[config.mk]
export PLATFORM = sky130hd
export DESIGN_NAME = iem_top
export DESIGN_NICKNAME = d
export VERILOG_FILES = /design/src/rtl/iem_pkg.sv /design/src/rtl/iem_top.sv /design/src/rtl/iem_debounce.sv
export SDC_FILE = /design/constraint.sdc
export NUM_CORES = 1
export LEC_CHECK = 0
export BUFFER_PORTS_ARGS = -buffer_cell sky130_fd_sc_hd__buf_4
export CAP_MARGIN = 20
export CORE_UTILIZATION = 64
export DETAILED_ROUTE_END_ITERATION = 10
export PLACE_DENSITY = 0.87
export SKIP_LAST_GASP = 1
export SYNTH_ARGS = -nofsm -noshare
export SYNTH_HDL_FRONTEND = slang
export SYNTH_SLANG_ARGS = --single-unit
[constraint.sdc]
create_clock -name clock_in -period 10.1 [get_ports clock_in]
set_clock_uncertainty 0.05 [all_clocks]
set_input_delay 1.515 -clock clock_in [delete_from_list [all_inputs] [get_ports clock_in]]
set_output_delay 1.515 -clock clock_in [all_outputs]
set_load 0.005 [all_outputs]
[src/rtl/iem_pkg.sv]
// Package: constants, carriers and state types of the interrupt enable block
package iem_pkg;

  // ---------------------------------------------------------------
  // Timing
  // ---------------------------------------------------------------
  localparam int unsigned CLK_HZ      = 10_000_000;
  localparam int unsigned TICK_US     = 20;
  localparam int unsigned TICK_CYCLES = (CLK_HZ / 1_000_000) * TICK_US;
  localparam int unsigned TICK_W      = 8;

  // ---------------------------------------------------------------
  // Register map and reset values
  // ---------------------------------------------------------------
  localparam int unsigned ADDR_W       = 10;
  localparam logic [9:0]  ADDR_FILT_C  = 10'h00A;
  localparam logic [9:0]  ADDR_MASK    = 10'h00B;
  localparam logic [9:0]  ADDR_STATUS  = 10'h00C;
  localparam logic [15:0] FILT_C_RESET = 16'h80FA;
  localparam logic [15:0] MASK_RESET   = 16'h4000;

  // ---------------------------------------------------------------
  // Field positions
  // ---------------------------------------------------------------
  localparam int unsigned CFG_EN_BIT    = 15;
  localparam int unsigned CFG_UPDN_BIT  = 14;
  localparam int unsigned CFG_RSVD_BIT  = 13;
  localparam int unsigned LEN_W         = 13;
  localparam int unsigned MASK_DRDY_BIT = 15;
  localparam int unsigned EV_W          = 15;
  localparam int unsigned EV_RESET_COMPLETE_EVENT    = 14;
  localparam int unsigned EV_COOL2      = 12;
  localparam int unsigned EV_COOL1      = 11;
  localparam int unsigned EV_THERMAL    = 10;
  localparam int unsigned EV_LINK       = 9;
  localparam int unsigned EV_MISMATCH   = 8;
  localparam int unsigned EV_CH2_WARN_C = 7;
  localparam int unsigned EV_CH2_WARN_B = 6;
  localparam int unsigned EV_CH2_WARN_A = 5;
  localparam int unsigned EV_CH2_OUT    = 4;
  localparam int unsigned EV_CH1_WARN_C = 3;
  localparam int unsigned EV_CH1_WARN_B = 2;
  localparam int unsigned EV_CH1_WARN_A = 1;
  localparam int unsigned EV_CH1_OUT    = 0;
  localparam int unsigned THR_LO_MSB    = 15;
  localparam int unsigned THR_LO_LSB    = 8;
  localparam int unsigned THR_HI_MSB    = 7;

  // ---------------------------------------------------------------
  // Carriers
  // ---------------------------------------------------------------
  typedef struct packed {
    logic       wr;
    logic       rd;
    logic [9:0] addr;
    logic [15:0] wdata;
  } iem_reg_req_s;

  typedef struct packed {
    logic warn_b;
    logic warn_a;
    logic dout;
  } iem_chan_s;

  typedef struct packed {
    logic busy;
    logic cool2;
    logic cool1;
    logic thermal;
    logic iso_err;
    logic mismatch;
  } iem_fault_s;

  // All state of the top module
  typedef struct packed {
    logic [TICK_W-1:0] tick_cnt;
    logic [15:0]       cfg;
    logic [15:0]       mask;
    logic [EV_W-1:0]   status;
    logic [EV_W-2:0]   prev_lvl;
    logic              cmp1;
    logic              cmp2;
    logic              rst_seen;
    logic              irq;
    logic [15:0]       rd_data;
  } iem_top_s;

  localparam iem_top_s TOP_RESET = '{
    tick_cnt: '0, cfg: FILT_C_RESET, mask: MASK_RESET, status: '0,
    prev_lvl: '0, cmp1: 1'b0, cmp2: 1'b0, rst_seen: 1'b0, irq: 1'b0,
    rd_data: '0};

endpackage : iem_pkg

[src/rtl/iem_top.sv]
// Top: warning C filter, event flags and interrupt mask logic
`timescale 1ns/1ps
module iem_top (
  input  wire logic                 clock_in,        // System clock, 10 MHz
  input  wire logic                 rst_in,          // Async reset, high
  input  iem_pkg::iem_reg_req_s     reg_req_in,      // Register access request
  output logic [15:0]               rd_data_out,     // Register read data
  input  wire logic [7:0]           ch1_adc_in,      // Channel 1 ADC value
  input  wire logic [7:0]           ch2_adc_in,      // Channel 2 ADC value
  input  wire logic [15:0]          warn_c_thr_in,   // Warning C thresholds lo/hi
  input  iem_pkg::iem_chan_s        ch1_in,          // Channel 1 A, B, output levels
  input  iem_pkg::iem_chan_s        ch2_in,          // Channel 2 A, B, output levels
  input  iem_pkg::iem_fault_s       fault_in,        // Fault and busy levels
  input  wire logic                 sample_ready_in, // ADC sample ready pulse
  output logic                      ch1_warn_c_out,  // Channel 1 filtered warning C
  output logic                      ch2_warn_c_out,  // Channel 2 filtered warning C
  output logic                      irq_out          // Interrupt output, high
);

  // ---------------------------------------------------------------
  // Declarations
  // ---------------------------------------------------------------
  iem_pkg::iem_top_s           st_ff;
  iem_pkg::iem_top_s           nxt_st;
  logic                        tick;
  logic                        cfg_en;
  logic                        cfg_updn;
  logic [iem_pkg::LEN_W-1:0]   cfg_len;
  logic [7:0]                  thr_lo;
  logic [7:0]                  thr_hi;
  logic                        wc1;
  logic                        wc2;
  logic [iem_pkg::EV_W-2:0]    cur_lvl;
  logic [iem_pkg::EV_W-1:0]    ev;
  logic [iem_pkg::EV_W-1:0]    clr;
  logic                        wr_status;

  // ---------------------------------------------------------------
  // Configuration fields
  // ---------------------------------------------------------------
  assign cfg_en   = st_ff.cfg[iem_pkg::CFG_EN_BIT];
  assign cfg_updn = st_ff.cfg[iem_pkg::CFG_UPDN_BIT];
  assign cfg_len  = st_ff.cfg[iem_pkg::LEN_W-1:0];
  assign thr_lo   = warn_c_thr_in[iem_pkg::THR_LO_MSB:iem_pkg::THR_LO_LSB];
  assign thr_hi   = warn_c_thr_in[iem_pkg::THR_HI_MSB:0];

  // Filter time step: one pulse every 20 us
  assign tick = (st_ff.tick_cnt == iem_pkg::TICK_W'(iem_pkg::TICK_CYCLES - 1));

  // ---------------------------------------------------------------
  // Warning C filters, one per channel
  // ---------------------------------------------------------------
  iem_debounce #(
    .LEN_W     (iem_pkg::LEN_W)
  ) u_filt_ch1 (
    .clock_in  (clock_in),
    .rst_in    (rst_in),
    .tick_in   (tick),
    .raw_in    (st_ff.cmp1),
    .enable_in (cfg_en),
    .updown_in (cfg_updn),
    .length_in (cfg_len),
    .filt_out  (wc1)
  );

  iem_debounce #(
    .LEN_W     (iem_pkg::LEN_W)
  ) u_filt_ch2 (
    .clock_in  (clock_in),
    .rst_in    (rst_in),
    .tick_in   (tick),
    .raw_in    (st_ff.cmp2),
    .enable_in (cfg_en),
    .updown_in (cfg_updn),
    .length_in (cfg_len),
    .filt_out  (wc2)
  );

  assign ch1_warn_c_out = wc1;
  assign ch2_warn_c_out = wc2;

  // ---------------------------------------------------------------
  // Event sources, ordered as the status and mask bits
  // ---------------------------------------------------------------
  assign cur_lvl = {fault_in.busy,
                    fault_in.cool2, fault_in.cool1,
                    fault_in.thermal,
                    fault_in.iso_err,
                    fault_in.mismatch,
                    wc2, ch2_in.warn_b, ch2_in.warn_a,
                    ch2_in.dout,
                    wc1, ch1_in.warn_b, ch1_in.warn_a,
                    ch1_in.dout};

  // Only low-to-high transitions count; reset-done fires once
  assign ev = {~st_ff.rst_seen, cur_lvl & ~st_ff.prev_lvl};

  // Write one clears, write zero leaves the flag; no lock gating
  assign wr_status = reg_req_in.wr && (reg_req_in.addr == iem_pkg::ADDR_STATUS);
  assign clr       = wr_status ? reg_req_in.wdata[iem_pkg::EV_W-1:0] : '0;

  // ---------------------------------------------------------------
  // Next state
  // ---------------------------------------------------------------
  always_comb begin
    nxt_st = st_ff;

    // Tick prescaler
    if (tick) begin
      nxt_st.tick_cnt = '0;
    end else begin
      nxt_st.tick_cnt = iem_pkg::TICK_W'(st_ff.tick_cnt + 1'b1);
    end

    // Hysteresis comparators; set has priority if thresholds cross
    if (ch1_adc_in > thr_hi) begin
      nxt_st.cmp1 = 1'b1;
    end else if (ch1_adc_in <= thr_lo) begin
      nxt_st.cmp1 = 1'b0;
    end
    if (ch2_adc_in > thr_hi) begin
      nxt_st.cmp2 = 1'b1;
    end else if (ch2_adc_in <= thr_lo) begin
      nxt_st.cmp2 = 1'b0;
    end

    nxt_st.prev_lvl = cur_lvl;
    nxt_st.rst_seen = 1'b1;

    // Sticky flags: a new event wins over a same-cycle clear
    nxt_st.status = (st_ff.status & ~clr) | ev;

    // Register writes; reserved config bit stays zero
    if (reg_req_in.wr && (reg_req_in.addr == iem_pkg::ADDR_FILT_C)) begin
      nxt_st.cfg = reg_req_in.wdata;
      nxt_st.cfg[iem_pkg::CFG_RSVD_BIT] = 1'b0;
    end
    if (reg_req_in.wr && (reg_req_in.addr == iem_pkg::ADDR_MASK)) begin
      nxt_st.mask = reg_req_in.wdata;
    end

    // Interrupt: sample-ready pulses when MASK_DRDY_BIT is set, else any enabled latched flag
    if (nxt_st.mask[iem_pkg::MASK_DRDY_BIT]) begin
      nxt_st.irq = sample_ready_in;
    end else begin
      nxt_st.irq = |(nxt_st.status & nxt_st.mask[iem_pkg::EV_W-1:0]);
    end

    // Read data, registered; unmapped addresses read zero
    if (reg_req_in.rd) begin
      case (reg_req_in.addr)
        iem_pkg::ADDR_FILT_C: nxt_st.rd_data = st_ff.cfg;
        iem_pkg::ADDR_MASK:   nxt_st.rd_data = st_ff.mask;
        iem_pkg::ADDR_STATUS: nxt_st.rd_data = {1'b0, st_ff.status};
        default:              nxt_st.rd_data = '0;
      endcase
    end
  end

  // Config and mask take their documented values under reset
  always_ff @(posedge clock_in or posedge rst_in) begin
    if (rst_in) begin
      st_ff <= iem_pkg::TOP_RESET;
    end else begin
      st_ff <= nxt_st;
    end
  end

  assign rd_data_out = st_ff.rd_data;
  assign irq_out     = st_ff.irq;
endmodule : iem_top

[src/rtl/iem_debounce.sv]
// Debounce filter for one filtered warning comparator output
`timescale 1ns/1ps
module iem_debounce #(
  parameter int unsigned LEN_W = 13
) (
  input  wire logic             clock_in,   // System clock
  input  wire logic             rst_in,     // Async reset, high
  input  wire logic             tick_in,    // Filter time step pulse
  input  wire logic             raw_in,     // Comparator output
  input  wire logic             enable_in,  // Comparator enable
  input  wire logic             updown_in,  // Up/down counting mode
  input  wire logic [LEN_W-1:0] length_in,  // Filter length in ticks
  output logic                  filt_out    // Filtered output
);

  typedef struct packed {
    logic [LEN_W-1:0] cnt;
    logic             held;
  } iem_dbn_s;

  iem_dbn_s st_ff;
  iem_dbn_s nxt_st;
  logic     bypass;

  assign bypass = (length_in == '0);

  // ---------------------------------------------------------------
  // Counter and held value
  // ---------------------------------------------------------------
  always_comb begin
    nxt_st = st_ff;
    if (!enable_in) begin
      nxt_st.cnt  = '0;
      nxt_st.held = 1'b0;
    end else if (bypass) begin
      nxt_st.cnt  = '0;
      nxt_st.held = raw_in;
    end else if (tick_in) begin
      if (raw_in != st_ff.held) begin
        // Change must persist length ticks before it is taken
        if (LEN_W'(st_ff.cnt + 1'b1) >= length_in) begin
          nxt_st.held = raw_in;
          nxt_st.cnt  = '0;
        end else begin
          nxt_st.cnt = LEN_W'(st_ff.cnt + 1'b1);
        end
      end else if (updown_in) begin
        if (st_ff.cnt != '0) begin
          nxt_st.cnt = LEN_W'(st_ff.cnt - 1'b1);
        end
      end else begin
        nxt_st.cnt = '0;
      end
    end
  end

  always_ff @(posedge clock_in or posedge rst_in) begin
    if (rst_in) begin
      st_ff <= '0;
    end else begin
      st_ff <= nxt_st;
    end
  end

  // Bypass path is combinational so it adds no latency
  assign filt_out = enable_in & (bypass ? raw_in : st_ff.held);
endmodule : iem_debounce

== Word-level counts from Yosys, hierarchy flattened ==
Cells that the tools add are included.
Word-level totals
  register bits after elaboration: 116
  output and inout bits: 19
  logic and storage cells: 89
Operators by class
  add/sub/neg operators: 5
  $lt $le $gt $ge: 6
  equal/unequal tests: 13
  multiplexer cells: 29
  bitwise gates (word level): 9
  reductions and logical operators: 13
Operators by type and width (number)
  $mux W13: 8
  $mux W14: 6
  $pmux W16 S3: 1
  $and A15 B15 Y15: 2
  $eq A10 B4 Y1 const B: 3
  $add A13 B1 Y13 const B: 2
  $ge A13 B13 Y1: 2
  $reduce_bool A13 Y1: 2
  $sub A13 B1 Y13 const B: 2
  $gt A8 B8 Y1: 2
  $le A8 B8 Y1: 2
  $mux W16: 1
  $mux W15: 1
  $ne A3 B1 Y1 const B: 5
  $not A15 Y15: 1
  $or A15 B15 Y15: 1
  $reduce_or A15 Y1: 1
  $and A14 B14 Y14: 1
  $not A14 Y14: 1
  $logic_not A13 Y1: 1
  $mux W1: 11
  $ne A5 B2 Y1 const B: 2
  $add A8 B1 Y8 const B: 1
  $eq A8 B8 Y1 const B: 1
  other kinds (8): 15

== Depth between registers and ports, before layout ==
  word-level depth: 9
  mapped depth: 15

== Cells and area by module ==
Synthesis repeated with hierarchy kept, for this count alone.
Unflattened totals
  cell total of the unflattened synthesis: 865
  area, all modules: 8045.2 µm²
By module, submodules not included
  iem_top: times used 1, cells an instance 421, area each 4579.4 µm², seq. area each 2212.1 µm²
  iem_debounce at u_filt_ch2: times used 1, cells an instance 226, area each 1762.9 µm², seq. area each 350.3 µm²
  iem_debounce at u_filt_ch1: times used 1, cells an instance 218, area each 1702.9 µm², seq. area each 350.3 µm²

== Worst setup path after synthesis ==
Ideal clock, no wire load.
  kind: input-to-reg
  start point: in reg_req_in[23] (netlist name)
  end point: reg st_ff (netlist bit irq_out)
  arrival: 3.677 ns
  path slack: 6.242 ns
  stages: 8
  buffers on the path: 1
  path through: or4_4 -> or3_1 -> buf_6 -> mux2_4 -> a32o_1 -> a221o_1 -> nor4_1 -> a21oi_1
RTL lines
  start: declaration: line iem_top.sv:6  | input iem_pkg::iem_reg_req_s reg_req_in,
  end signal: assignment: line iem_top.sv:163  | st_ff <= iem_pkg::TOP_RESET;
  end signal: assignment: line iem_top.sv:165  | st_ff <= nxt_st;
  end: declaration: line iem_top.sv:23  | iem_pkg::iem_top_s st_ff;

==> impl_metrics.toml <==
[critical_path]
path_class = "primary input to register"
setup.worst_path.start_class = "primary input"
r2r_setup_slack_ps = 6110
timing.critical_path.fanout_max = 16
critical_path.max_stage_delay_ps = 740
rr_worst_depth = 13
worst_ep_arrival_time_ps = 4270
critical_path.endpoint_type = "register"
critical_path.reg2reg.startpoint = "u_filt_ch1.st_ff[3]$_DFFE_PP0P_"
worst_path_required_ps = 10340
crit_path_cell_trace = "buf_4, or4_4, or3_1, mux2_4, a32o_1, a221o_1, nor4_1, a21oi_1"
worst_r2r_endpoint = "u_filt_ch1.st_ff[4]$_DFFE_PP0P_"
critPathSlowestCell = "or3_1"

[power]
power.static_leakage_nw = 4.32
pwr_density_cell_nw_per_um2 = 147
vdd_ir_drop_max_mv = 0.163

[cts]
clkTransAtPathRegs_ps = 50
postCtsSetupBuffers = 0
cts-resized-gates = 0
cts_root_buf = "clkbuf_16"
cts_tree = "done"
ctsHtreeMaxLevel = 4
cts.path.max_buffers = 2
clk_latency_ps = 420
cts_sinks = 116
cts_inserted_buffers = 17
hold_buffers = 0

[route]
iteration_0_drc_count_of_the_detailed_router = 683
post_drt_wl_per_cell_um = 19.2
drtAntennaViolNets = 0
vias_per_cell = 6.39
total_wire_length_after_detailed_routing_mm = 19.7
drc = 0
dr_total_vias = 6560
detail_route.first_pass.iterations = 6

[timing]
worst_pin_slew_ps = 856
final_hold_viol_count = 0
report.final.slew_viol_count = 0
max_freq_mhz = 248
final_period_minus_worst_setup_slack_ps = 4030
period_share = 0.399
setup_violations = 0
totalNegativeSetupSlack_ps = 0
final_critical_path_setup_slack_ps = 6070
rsz0062_at_grt = "no"
max-slew-margin-rel = 0.430

[placement]
place.port_buffers = 93
placed_cells_incl_taps = 992
dpl.hpwl_mm = 14.1
gp_congestion = 0.889
placement.setup.worst_slack_ps = 5670

[yosys]
syn_nets = 943
combinational_family_with_the_most_area_after_synthesis = "compound AO/OA/AOI/OAI gates"
seq_area_frac_synth = 0.388
synthAdderAreaFrac = 0.108
synthesis.area_um2 = 7500
synth_compound_area_frac = 0.155
ys.warnings.count = 0
post_synth_xor_area_fraction = 0.0490
synth_edf_count = 0
yosysUniqueCellTypes = 63
ys_dominant_reg_cell = "dfrtp_1"
synth-simple-area-share = 0.154
synthCells = 803
post_synth.cell_area_avg_um2 = 9.34
async_reset_ff_frac = 1.00
share_of_cell_area_taken_by_muxes_after_synthesis = 0.0771
yosys_register_bits = 116

[die]
die-height_um = 110
rows = 39
die_area_um2 = 12200
io_pins = 94
die_width_um = 110
core_area_um2 = 11400
floorplan.initialDensity = 0.657

[job]
cap_violations = 0

[global_route]
via_count_of_the_first_global_routing_pass = 6535
grt_overflow = 0
antenna_found_initial = 0
grt_first_pass_wirelength_mm = 31.4
gr-usage-all-layers = 0.342
grt_start_max_net_pins = 70

[final_layout]
final_net_count = 1010
layout.cells.non_filler = 1026
area.growth.synth_to_final_pct = 17.7
insertedDiodeCount = 0
proportion_of_layout_cells_with_a_drive_suffix_above_1 = 0.202

[run_status]
outcome = "complete, no violations"

[hold_path]
hold_path.class = "register to register"
min-delay-start = "st_ff[81]$_DFF_PP0_"
worst_hold_path.endpoint = "st_ff[81]$_DFF_PP0_"
hold-path-cell-count = 1
Yosys cell counts (3+ instances only):
cell type  count  area (um^2)
mux2i_1       21          210
xor2_1        14          123
a21o_1        15          113
nor3_1        12         60.1
nor2b_1       14         87.6
a22o_1        21          184
and2_1         4         25.0
clkbuf_1      31          116
or4_1          3         22.5
nand2_1       49          184
nand2b_1      10         62.6
buf_4         16          120
nor2_1        65          244
inv_1         60          225
buf_2          3         15.0
or3_1          5         31.3
nand3_1       26          130
nand4_1        9         56.3
nor4_1        12         75.1
o211ai_1       7         52.6
a21oi_1       59          295
a22oi_1        5         37.5
o31ai_1        3         22.5
xnor2_1       28          245
and3_1         8         50.1
o21ai_0       35          175
dfstp_2        8          210
mux2_2        30          338
ha_1          65          813
o21a_1         3         22.5
o22ai_1       10         62.6
dfrtp_1      108         2700
state kept, by name (all words and copies together) (netlist names):
name and flops:
cfg_en 1, cfg_len 13, cfg_updn 1, irq_out 1, rd_data_out 16, st_ff 56
u_filt_ch1.st_ff 14, u_filt_ch2.st_ff 14
where the power goes:
| part | switching (mW) | total, mW | leakage [nW] | internal [mW] |
|---|---|---|---|---|
| clock network | 0.216 | 0.684 | 0.319 | 0.469 |
| logic | 0.0699 | 0.129 | 2.56 | 0.0593 |
| registers | 0.0100 | 0.488 | 1.44 | 0.478 |
metrics by stage:
stage	power (mW)	instance area, um^2	hold slack, ps	utilization
finish	1.30	8830	411	0.773
CTS	1.30	8820	415	0.772
floorplan	0.566	7500	375	-
global route	1.34	8830	435	0.773
global placement	0.615	8160	392	0.714
detailed placement	0.622	8160	409	0.714
cells in the final DEF (no fill, tap or decap), drive strengths merged, types with 7 or more instances in the layout:
cell and count:
clkbuf 23, a22o 21, mux2 32, nand3 26, xor2 14, o22ai 10, nand2 49, o211ai 7
o21ai 35, nor2b 14, dfstp 8, nand2b 10, mux2i 21, dfrtp 108, inv 61, ha 65
xnor2 28, a21o 15, nor3 12, buf 101, a21oi 59, nor4 13, and3 8, nor2 65
nand4 9
worst max path at each step:
stage / from / end / slack, ps / cells past startpoint
floorplan: rst_in / cfg_len[0]$_DFFE_PP0P_ / 5480 / 1
global placement: reg_req_in[23] / irq_out$_DFF_PP0_ / 5730 / 8
detailed placement: reg_req_in[23] / irq_out$_DFF_PP0_ / 5670 / 8
CTS: u_filt_ch1.st_ff[3]$_DFFE_PP0P_ / u_filt_ch1.st_ff[4]$_DFFE_PP0P_ / 6010 / 10
global route: u_filt_ch1.st_ff[3]$_DFFE_PP0P_ / u_filt_ch1.st_ff[4]$_DFFE_PP0P_ / 5890 / 13
finish: reg_req_in[23] / irq_out$_DFF_PP0_ / 6070 / 8
critical path: cells and delay by family:
family          cells  cell delay (ps)
buf+inv             1              110
compound gates      3              630
mux                 1              430
simple gates        3             1580
final cells by class:
type / instances / area (um^2)
multi-input cells: 573 / 4090
well taps: 143 / 179
flip-flops and latches: 116 / 2910
repair buffers: 102 / 763
clock buffers: 22 / 454
fillers: 740 / 2590
inverters: 60 / 228
clock inverters: 10 / 206
kinds of logic after synthesis:
group	after synthesis
AOI/OAI and AO/OA	180
xor gates and xnor gates	42
adders and majority gates	65
buffers and inverters	114
DFF	116
muxes	53
other	1
and+or+nand+nor	232
routing by layer:
metal / track usage / up-vias / part of all wire
met4: 0.173 / 0 / 0.033
met3: 0.0658 / 71 / 0.065
met5: 0 / - / 0
met2: 0.586 / 344 / 0.50
met1: 0.409 / 3170 / 0.41
li1: - / 2975 / -
(Power assumes the default switching activity.)
